### config.mk
export PLATFORM = sky130hd
export DESIGN_NAME = bit_programmable_io_ports
export DESIGN_NICKNAME = d
export VERILOG_FILES = /design/src/core/gpio_pkg.sv /design/src/core/bit_programmable_io_ports.sv
export SDC_FILE = /design/constraint.sdc
export NUM_CORES = 1
export LEC_CHECK = 0
export BUFFER_PORTS_ARGS = -buffer_cell sky130_fd_sc_hd__buf_2
export CORE_ASPECT_RATIO = 1.25
export CORE_MARGIN = 4
export CORE_UTILIZATION = 51
export CTS_BUF_LIST = sky130_fd_sc_hd__clkbuf_4
export DETAILED_ROUTE_END_ITERATION = 6
export PLACE_DENSITY = 0.78
export REMOVE_ABC_BUFFERS = 1
export SETUP_SLACK_MARGIN = 0.3
export SYNTH_ARGS = -nofsm -noshare
export SYNTH_HDL_FRONTEND = slang
export SYNTH_SLANG_ARGS = --single-unit
### constraint.sdc
create_clock -name sys_clk -period 4.25 [get_ports sys_clk]
set_input_delay 0.85 -clock sys_clk [delete_from_list [all_inputs] [get_ports sys_clk]]
set_output_delay 0.85 -clock sys_clk [all_outputs]
set_load 0.01 [all_outputs]
### src/core/gpio_pkg.sv
// Package for the three bit-programmable port block: offsets, reset values, mode codes.
// Assumes an 8-bit CPU register file with bank-0 byte addresses.
package gpio_pkg;
   localparam logic [7:0] ADDR_P0_UPPER_MODE = 8'h15;
   localparam logic [7:0] ADDR_P0_LOWER_MODE = 8'h16;
   localparam logic [7:0] ADDR_PULLUP_EN     = 8'h17;
   localparam logic [7:0] ADDR_P1_MODE       = 8'h18;
   localparam logic [7:0] ADDR_P2_UPPER_MODE = 8'h19;
   localparam logic [7:0] ADDR_P2_LOWER_MODE = 8'h1a;
   localparam logic [7:0] ADDR_PORT_ZERO     = 8'h1d;
   localparam logic [7:0] ADDR_PORT_ONE      = 8'h1e;
   localparam logic [7:0] ADDR_PORT_TWO      = 8'h1f;
   localparam logic [7:0] REG_RESET          = 8'h00;
   // Writable bit masks; other positions ignore writes and read zero
   localparam logic [7:0] MASK_P0_UPPER = 8'hee;
   localparam logic [7:0] MASK_PULLUP   = 8'hbf;
   localparam logic [7:0] MASK_P0_DATA  = 8'h3f;
   localparam logic [7:0] MASK_P1_DATA  = 8'h07;
   localparam logic [7:0] MASK_FULL     = 8'hff;
   // Field positions
   localparam int PIN5_FIELD_LSB = 6;
   localparam int PIN5_PD_BIT    = 5;
   localparam int PIN4_FIELD_LSB = 2;
   localparam int PIN4_PD_BIT    = 1;
   localparam int TCLK_FIELD_LSB = 6;
   localparam int TOUT_FIELD_LSB = 3;
   localparam int PWM_FIELD_LSB  = 0;
   localparam int P12_PULLUP_BIT = 7;
   // Two-bit mode codes
   localparam logic [1:0] M2_INPUT = 2'h0;
   localparam logic [1:0] M2_OD    = 2'h1;
   localparam logic [1:0] M2_ALT   = 2'h2;
   localparam logic [1:0] M2_PP    = 2'h3;
   // Port 2 codes
   localparam logic [1:0] P2_IN_PU = 2'h0;
   localparam logic [1:0] P2_IN    = 2'h1;
   localparam logic [1:0] P2H_OD   = 2'h2;
   localparam logic [1:0] P2L_ALT  = 2'h2;
   localparam logic [1:0] P2_PP    = 2'h3;
   // Three-bit codes for port 1 pins 1 and 0
   localparam logic [2:0] M3_IN    = 3'h0;
   localparam logic [2:0] M3_IN_PU = 3'h1;
   localparam logic [2:0] M3_PP    = 3'h4;
   localparam logic [2:0] M3_OD    = 3'h5;
   // Oscillator options
   localparam logic [2:0] OSC_CRYSTAL = 3'h7;
   localparam logic [2:0] OSC_RC_LO   = 3'h1;
   localparam logic [2:0] OSC_RC_HI   = 3'h4;
endpackage : gpio_pkg

### src/core/bit_programmable_io_ports.sv
// Three bit-programmable ports (6, 3 and 8 pins) with mode, pull and data registers.
// Assumes a CPU register port with address, write strobe and write/read data, asynchronous pins.
`timescale 1ns/1ps
module bit_programmable_io_ports
   import gpio_pkg::*;
#(
   parameter int P0_PINS = 6,
   parameter int P1_PINS = 3,
   parameter int P2_PINS = 8
)(
   input  wire logic                 sys_clk,
   input  wire logic                 rst,
   input  wire logic [7:0]           reg_addr,
   input  wire logic                 reg_wr,
   input  wire logic [7:0]           reg_wdata,
   output logic      [7:0]           reg_rdata,
   input  wire logic [2:0]           oscillator_option_select,
   input  wire logic [P0_PINS-1:0]   p0_in,
   output logic      [P0_PINS-1:0]   p0_out,
   output logic      [P0_PINS-1:0]   p0_oe,
   output logic      [P0_PINS-1:0]   p0_pullup,
   output logic      [1:0]           p0_pulldown,
   output logic      [3:0]           p0_analog_sel,
   output logic                      osc_pins_crystal,
   input  wire logic [P1_PINS-1:0]   p1_in,
   output logic      [P1_PINS-1:0]   p1_out,
   output logic      [P1_PINS-1:0]   p1_oe,
   output logic      [P1_PINS-1:0]   p1_pullup,
   output logic      [P1_PINS-1:0]   p1_analog_sel,
   input  wire logic                 timer_toggle_out,
   input  wire logic                 pwm_out,
   output logic                      timer_external_clock_in,
   input  wire logic [P2_PINS-1:0]   p2_in,
   output logic      [P2_PINS-1:0]   p2_out,
   output logic      [P2_PINS-1:0]   p2_oe,
   output logic      [P2_PINS-1:0]   p2_pullup,
   output logic      [3:0]           p2_analog_sel,
   output logic                      ext_irq_line_0,
   output logic                      ext_irq_line_1,
   output logic                      ext_irq_line_2,
   output logic                      ext_irq_line_3
);

   // Register layout fixes the pin counts; refuse anything else at elaboration
   if (P0_PINS != 6 || P1_PINS != 3 || P2_PINS != 8)
   begin : g_bad_widths
      $error("Port widths are fixed by the register layout");
   end

   // ********************************************************************
   // Registers
   // ********************************************************************
   logic [7:0] p0_upper_mode_reg;
   logic [7:0] p0_lower_mode_reg;
   logic [7:0] pullup_en_reg;
   logic [7:0] p1_mode_reg;
   logic [7:0] p2_upper_mode_reg;
   logic [7:0] p2_lower_mode_reg;
   logic [7:0] p0_data_reg;
   logic [7:0] p1_data_reg;
   logic [7:0] p2_data_reg;

   // Masked at write so unused bits can never become set
   always_ff @(posedge sys_clk)
   begin
      if (rst)
      begin
         p0_upper_mode_reg <= REG_RESET;
         p0_lower_mode_reg <= REG_RESET;
         pullup_en_reg     <= REG_RESET;
         p1_mode_reg       <= REG_RESET;
         p2_upper_mode_reg <= REG_RESET;
         p2_lower_mode_reg <= REG_RESET;
      end
      else if (reg_wr)
      begin
         unique case (reg_addr)
            ADDR_P0_UPPER_MODE: p0_upper_mode_reg <= reg_wdata & MASK_P0_UPPER;
            ADDR_P0_LOWER_MODE: p0_lower_mode_reg <= reg_wdata;
            ADDR_PULLUP_EN:     pullup_en_reg     <= reg_wdata & MASK_PULLUP;
            ADDR_P1_MODE:       p1_mode_reg       <= reg_wdata;
            ADDR_P2_UPPER_MODE: p2_upper_mode_reg <= reg_wdata;
            ADDR_P2_LOWER_MODE: p2_lower_mode_reg <= reg_wdata;
            default: ;
         endcase
      end
   end

   // Output latches, written with plain stores
   always_ff @(posedge sys_clk)
   begin
      if (rst)
      begin
         p0_data_reg <= REG_RESET;
         p1_data_reg <= REG_RESET;
         p2_data_reg <= REG_RESET;
      end
      else if (reg_wr)
      begin
         unique case (reg_addr)
            ADDR_PORT_ZERO: p0_data_reg <= reg_wdata & MASK_P0_DATA;
            ADDR_PORT_ONE:  p1_data_reg <= reg_wdata & MASK_P1_DATA;
            ADDR_PORT_TWO:  p2_data_reg <= reg_wdata & MASK_FULL;
            default: ;
         endcase
      end
   end

   // Input synchronisers; first stage feeds only the second
   logic [P0_PINS-1:0] p0_meta_reg, p0_sync_reg;
   logic [P1_PINS-1:0] p1_meta_reg, p1_sync_reg;
   logic [P2_PINS-1:0] p2_meta_reg, p2_sync_reg;
   always_ff @(posedge sys_clk)
   begin
      p0_meta_reg <= p0_in;
      p0_sync_reg <= p0_meta_reg;
      p1_meta_reg <= p1_in;
      p1_sync_reg <= p1_meta_reg;
      p2_meta_reg <= p2_in;
      p2_sync_reg <= p2_meta_reg;
   end

   // ********************************************************************
   // Mode decode
   // ********************************************************************
   logic [P0_PINS-1:0] p0_pp, p0_od, p0_alt, p0_is_out;
   logic [P1_PINS-1:0] p1_pp, p1_od, p1_alt, p1_is_out, p1_drive;
   logic [P2_PINS-1:0] p2_pp, p2_od, p2_pu_mode, p2_is_out;
   logic               gpio_osc_ok;
   logic [1:0]         p0_hi_field [2];
   logic [2:0]         p1_field3 [2];

   assign p0_hi_field[0] = p0_upper_mode_reg[PIN4_FIELD_LSB +: 2];
   assign p0_hi_field[1] = p0_upper_mode_reg[PIN5_FIELD_LSB +: 2];
   assign p1_field3[0]   = p1_mode_reg[PWM_FIELD_LSB +: 3];
   assign p1_field3[1]   = p1_mode_reg[TOUT_FIELD_LSB +: 3];

   // Crystal option takes the pins; only the RC options free them for I/O
   assign osc_pins_crystal = (oscillator_option_select == OSC_CRYSTAL);
   assign gpio_osc_ok = (oscillator_option_select >= OSC_RC_LO)
                        && (oscillator_option_select <= OSC_RC_HI);

   genvar i;
   generate
      for (i = 0; i < 4; i++)
      begin : g_p0_low
         logic [1:0] f;
         assign f = p0_lower_mode_reg[2*i +: 2];
         assign p0_pp[i]  = (f == M2_PP);
         assign p0_od[i]  = (f == M2_OD);
         assign p0_alt[i] = (f == M2_ALT);
      end
      for (i = 0; i < 2; i++)
      begin : g_p0_high
         // Code 10 is unavailable and behaves as input
         assign p0_pp[4+i]  = gpio_osc_ok && (p0_hi_field[i] == M2_PP);
         assign p0_od[4+i]  = gpio_osc_ok && (p0_hi_field[i] == M2_OD);
         assign p0_alt[4+i] = osc_pins_crystal;
      end
      for (i = 0; i < 2; i++)
      begin : g_p1_low
         assign p1_pp[i]  = (p1_field3[i] == M3_PP);
         assign p1_od[i]  = (p1_field3[i] == M3_OD);
         assign p1_alt[i] = (p1_field3[i][1] == 1'b1);
      end
      for (i = 0; i < P2_PINS; i++)
      begin : g_p2
         logic [1:0] f;
         assign f = (i < 4) ? p2_lower_mode_reg[2*(i%4) +: 2]
                            : p2_upper_mode_reg[2*(i%4) +: 2];
         assign p2_pp[i] = (f == P2_PP);
         assign p2_od[i] = (i >= 4) && (f == P2H_OD);
         assign p2_pu_mode[i] = (f == P2_IN_PU);
         assign p2_is_out[i] = p2_pp[i] || p2_od[i];
      end
   endgenerate

   assign p1_pp[2]  = (p1_mode_reg[TCLK_FIELD_LSB +: 2] == M2_PP);
   assign p1_od[2]  = (p1_mode_reg[TCLK_FIELD_LSB +: 2] == M2_OD);
   assign p1_alt[2] = (p1_mode_reg[TCLK_FIELD_LSB +: 2] == M2_ALT);
   assign p0_is_out = p0_pp | p0_od;
   assign p1_is_out = p1_pp | p1_od;

   // ********************************************************************
   // Pad control
   // ********************************************************************
   always_comb
   begin
      p0_out = '0;
      p0_oe  = '0;
      for (int k = 0; k < P0_PINS; k++)
      begin
         p0_oe[k] = p0_pp[k] || (p0_od[k] && !p0_data_reg[k]);
         p0_out[k] = p0_pp[k] ? p0_data_reg[k] : 1'b0;
      end
   end

   // Timer and PWM outputs take the pad in the 11x codes
   assign p1_drive[0] = (p1_field3[0][2:1] == 2'b11) ? pwm_out : p1_data_reg[0];
   assign p1_drive[1] = (p1_field3[1][2:1] == 2'b11) ? timer_toggle_out : p1_data_reg[1];
   assign p1_drive[2] = p1_data_reg[2];
   always_comb
   begin
      p1_out = '0;
      p1_oe  = '0;
      for (int k = 0; k < P1_PINS; k++)
      begin
         p1_oe[k] = p1_pp[k] || (p1_od[k] && !p1_data_reg[k])
                    || (k < 2 && p1_field3[k % 2][2:1] == 2'b11);
         p1_out[k] = (p1_od[k]) ? 1'b0 : p1_drive[k];
      end
   end

   always_comb
   begin
      p2_out = '0;
      p2_oe  = '0;
      for (int k = 0; k < P2_PINS; k++)
      begin
         p2_oe[k] = p2_pp[k] || (p2_od[k] && !p2_data_reg[k]);
         p2_out[k] = p2_pp[k] ? p2_data_reg[k] : 1'b0;
      end
   end

   // Port 0 and port 1 pin 2 drop pull-ups when push-pull or serving a peripheral, open-drain keeps them; other pins pull up only in the pull-up input code
   assign p0_pullup = pullup_en_reg[P0_PINS-1:0] & ~p0_pp & ~p0_alt;
   assign p1_pullup[0] = (p1_field3[0] == M3_IN_PU);
   assign p1_pullup[1] = (p1_field3[1] == M3_IN_PU);
   assign p1_pullup[2] = pullup_en_reg[P12_PULLUP_BIT] && !p1_pp[2] && !p1_alt[2];
   assign p2_pullup = p2_pu_mode;
   assign p0_pulldown[1] = p0_upper_mode_reg[PIN5_PD_BIT] && !p0_alt[5];
   assign p0_pulldown[0] = p0_upper_mode_reg[PIN4_PD_BIT] && !p0_alt[4];
   assign p0_analog_sel = p0_alt[3:0];
   assign p1_analog_sel = {p1_alt[2], p1_field3[1][2:1] == 2'b01,
                           p1_field3[0][2:1] == 2'b01};
   always_comb
   begin
      p2_analog_sel = '0;
      for (int k = 0; k < 4; k++)
         p2_analog_sel[k] = (p2_lower_mode_reg[2*k +: 2] == P2L_ALT);
   end

   // Peripheral inputs see the synchronised pad levels
   assign timer_external_clock_in = p1_sync_reg[2];
   assign ext_irq_line_0 = p2_sync_reg[0];
   assign ext_irq_line_1 = p2_sync_reg[1];
   assign ext_irq_line_2 = p2_sync_reg[2];
   assign ext_irq_line_3 = p2_sync_reg[3];

   // ********************************************************************
   // Read path
   // ********************************************************************
   logic [7:0] p0_rd, p1_rd, p2_rd;
   // Push-pull and open-drain pins read back the latch, all other pins (timer/PWM 11x included) the synced level
   assign p0_rd = {2'b00, (p0_is_out & p0_data_reg[P0_PINS-1:0])
                        | (~p0_is_out & p0_sync_reg)};
   assign p1_rd = {5'b00000, (p1_is_out & p1_data_reg[P1_PINS-1:0])
                           | (~p1_is_out & p1_sync_reg)};
   assign p2_rd = (p2_is_out & p2_data_reg) | (~p2_is_out & p2_sync_reg);

   always_ff @(posedge sys_clk)
   begin
      if (rst)
         reg_rdata <= REG_RESET;
      else
      begin
         unique case (reg_addr)
            ADDR_P0_UPPER_MODE: reg_rdata <= p0_upper_mode_reg;
            ADDR_P0_LOWER_MODE: reg_rdata <= p0_lower_mode_reg;
            ADDR_PULLUP_EN:     reg_rdata <= pullup_en_reg;
            ADDR_P1_MODE:       reg_rdata <= p1_mode_reg;
            ADDR_P2_UPPER_MODE: reg_rdata <= p2_upper_mode_reg;
            ADDR_P2_LOWER_MODE: reg_rdata <= p2_lower_mode_reg;
            ADDR_PORT_ZERO:     reg_rdata <= p0_rd;
            ADDR_PORT_ONE:      reg_rdata <= p1_rd;
            ADDR_PORT_TWO:      reg_rdata <= p2_rd;
            default:            reg_rdata <= REG_RESET;
         endcase
      end
   end

   // ********************************************************************
   // Checks
   // ********************************************************************
   a_data_reset: assert property (@(posedge sys_clk) rst |=> p0_data_reg == 8'h00
      && p1_data_reg == 8'h00 && p2_data_reg == 8'h00)
      else $error("Data registers not cleared by reset");
   a_mode_reset: assert property (@(posedge sys_clk) rst |=> p0_upper_mode_reg == 8'h00
      && p1_mode_reg == 8'h00 && p0_pulldown == 2'b00)
      else $error("Mode registers not cleared by reset");
   a_unused_zero: assert property (@(posedge sys_clk) disable iff (rst)
      reg_wr && reg_addr == ADDR_PULLUP_EN |=> !pullup_en_reg[6])
      else $error("Unused pull-up bit stored a one");
   a_od_drive: assert property (@(posedge sys_clk) disable iff (rst)
      p2_od[7] && !p2_data_reg[7] |-> p2_oe[7] && !p2_out[7])
      else $error("Open-drain pin not pulled low");
   a_od_release: assert property (@(posedge sys_clk) disable iff (rst)
      p0_od[0] && p0_data_reg[0] |-> !p0_oe[0])
      else $error("Open-drain pin not released");
   a_pullup_gate: assert property (@(posedge sys_clk) disable iff (rst)
      p0_pp[2] || p0_alt[2] |-> !p0_pullup[2])
      else $error("Pull-up left on a driving pin");
   a_data_write: assert property (@(posedge sys_clk) disable iff (rst)
      reg_wr && reg_addr == ADDR_PORT_TWO |=> p2_data_reg == $past(reg_wdata))
      else $error("Port two latch missed a write");
   a_read_input: assert property (@(posedge sys_clk) disable iff (rst)
      !reg_wr && reg_addr == ADDR_PORT_TWO && p2_upper_mode_reg == 8'h00
      ##1 reg_addr == ADDR_PORT_TWO |-> reg_rdata[7:4] == $past(p2_sync_reg[7:4]))
      else $error("Input read does not match pin level");
   a_osc_pins: assert property (@(posedge sys_clk) disable iff (rst)
      osc_pins_crystal |-> !p0_oe[5] && !p0_oe[4])
      else $error("Crystal pins driven as I/O");
endmodule : bit_programmable_io_ports

==> run metrics <==
HPWL after detailed placement 10.0 mm; antenna violations before repair 0; DRC violation count after routing 0; status complete, no violations; setup TNS 0 ns; number of non-filler instances in the completed layout 732; Synth Flop Type sky130_fd_sc_hd__dfxtp_1; Synth Warn # 0; CP Max Fanout 6; first-pass GRT wire length 20.9 mm; core area 8650 um2; # diodes 0; Final Worst Setup Slack 1.43 ns; clock-pin slew on the worst setup and hold paths 0.14 ns; # Post-CTS Setup Buffers 0; share of synthesized area occupied by flip-flops and latches 46.1%; largest voltage drop on the vdd net 0.235 mV; setup repair after global routing missed its margin no; vias in the first global route 3845; Site Rows 38; layout cell share with drive strength beyond 1 23.4%; clock buffer depth 2; final-stage net count 648; number of cells after detailed placement 716; Cells after Synth 503; Clock H-tree levels 3; number of hold violations in the final report 0; slew of the pin with the lowest slew margin 0.820 ns; most used cells in the layout excluding fill and tap cells sky130_fd_sc_hd__buf_2 (118), sky130_fd_sc_hd__dfxtp_1 (104), sky130_fd_sc_hd__nor2_1 (64); Clk pwr share 30.3%; part of the power in registers 62.8%; Die Footprint 10400 um2; net switching power 390 uW; post-detailed-placement cell area 5160 um2; initial cell density of the core 52.2%; Fmax 355 MHz; Die H 113 um; wire per inst 18.6 um; Layout Area Growth over Synthesis 17.0%; arrival time reported for the critical path endpoint 1.97 ns; sort of element at the end of the critical path primary output; antenna violation net count after detailed routing 0; distinct cell type count of the synthesized netlist 52; detailed-routing iteration count for the pre-antenna-repair pass 5; Clock Skews 0.00856 ns; worst setup slack before clock tree synthesis 1.33 ns; remaining max-slew budget at the tightest pin 44.9%; cells resized by post-CTS repair 0; share of the clock period used by the worst path 66.3%; die boundary width 92.2 um; later-pin clock latency in the skew report 0.46 ns; Port Buffer Count 118; TritonCTS clock tree yes; final count of pins violating max slew 0; hold bufs inserted after CTS 0; count of boundary I/O pins 119; combinational group share of total power 6.9%; count of flip-flops with a built-in enable after synthesis 0; WS Path Type in2out; switching power as a share of total power 24.5%; Final GP Congestion 0.960; max cap viols 0; routed vias 4055; Layout Utilization 61.1%; clk sinks 104; aggregate routed wire length 13.6 mm; global routing usage summed across all routing layers 26.4%; Int Pwr 1200 uW; number of DRC violations after detailed-routing iteration 0 301; number of clock buffers inserted by TritonCTS 9; most frequent standard cell in the layout excluding fill and tap cells sky130_fd_sc_hd__buf_2; largest net degree at the start of global routing 63; # setup viols final 0; synthesized flop and latch total 104; Congestion Overflow GR 0; Power Dens Cells 301 nW/um2; syn avg cell area 8.99 um2; Min Clock Period, post-route 2.82 ns; async set-reset flop share out of synthesis 0%; clock root buffer master sky130_fd_sc_hd__clkbuf_4; post-synthesis cell area 4520 um2; average via count per standard cell 5.54; endpoint required time on the critical path 3.40 ns; Hold/Removal Path Class reg2reg; area of all placed cells without fillers 5290 um2; static leakage 0.00237 uW; Worst Setup Start Kind primary input
[final timing paths]
kind                                             startpoint              to  slack [ns]  cells after the start
worst max-delay path            oscillator_option_select[1]       p0_out[4]        1.43                      5
worst min-delay path                         p1_meta_reg[1]  p1_sync_reg[1]        0.34                      0
worst max register to register         p2_lower_mode_reg[6]    reg_rdata[3]        2.77                      4
worst min register to register               p1_meta_reg[1]  p1_sync_reg[1]        0.34                      0
[routing by layer]
metal | global-route usage, % | part of all wire [%] | up-vias
met3 | 4.79 | 5.8 | 26
met2 | 46.5 | 51 | 152
met5 | 0 | 0 | -
met4 | 9.42 | 2.2 | 0
met1 | 32.0 | 41 | 1908
li1 | - | - | 1969
[final cells by class]
type | count | area [um2]
timing repair buffer | 120 | 606
sequential | 104 | 2080
inverter | 21 | 78.8
tap | 120 | 150
multi-input combinational | 351 | 2240
fill | 819 | 3360
clock buffer | 9 | 67.6
clock inverter | 7 | 62.6
[cell usage after synthesis (all sizes together) (3+ instances only)]
| cell type | instances | area [um2] |
|---|---|---|
| a21oi | 25 | 125 |
| a31oi | 6 | 37.5 |
| nand2 | 52 | 195 |
| and4 | 5 | 43.8 |
| clkbuf | 22 | 82.6 |
| buf | 5 | 35.0 |
| nor2 | 64 | 240 |
| a21boi | 12 | 90.1 |
| nand3 | 8 | 40.0 |
| and3 | 15 | 93.8 |
| and2 | 7 | 43.8 |
| o21ai | 14 | 70.1 |
| nor3 | 8 | 56.3 |
| nand4 | 4 | 25.0 |
| a22o | 4 | 35.0 |
| nand2b | 6 | 37.5 |
| nor2b | 19 | 119 |
| nand3b | 4 | 30.0 |
| mux2 | 4 | 45.0 |
| inv | 21 | 78.8 |
| dfxtp | 104 | 2080 |
| mux2i | 57 | 571 |
| a211oi | 3 | 22.5 |
[cell families (layout without fill, tap and decap cells)]
group | Yosys count | in the layout | share of synthesized area, %
mux | 61 | 61 | 13.6
compound gates | 90 | 90 | 13.6
simple gates | 200 | 200 | 22.4
buf+inv | 48 | 157 | 4.35
flops | 104 | 104 | 46.1
[power by group through the flow]
stage | Sequential [uW] | Clock [uW] | Combinational [uW]
floorplan | 1020 | 0 | 34.2
global placement | 1020 | 0 | 108
detailed placement | 1020 | 0 | 109
CTS | 999 | 494 | 109
global route | 1000 | 530 | 119
finish | 999 | 482 | 110
[metrics by stage]
stage                     total power [uW]  hold slack [ns]
final                                 1590            0.344
after global routing                  1650            0.349
after global placement                1130            0.310
after CTS                             1600            0.345
after detailed placement              1130            0.314
after floorplan                       1050            0.310
[worst max-delay path: stages]
cell                     delay [ns]
sky130_fd_sc_hd__buf_2         0.13
sky130_fd_sc_hd__or3_1         0.43
sky130_fd_sc_hd__and2_1        0.22
sky130_fd_sc_hd__and4_1        0.20
sky130_fd_sc_hd__buf_2         0.13
(Power assumes the default switching activity.)
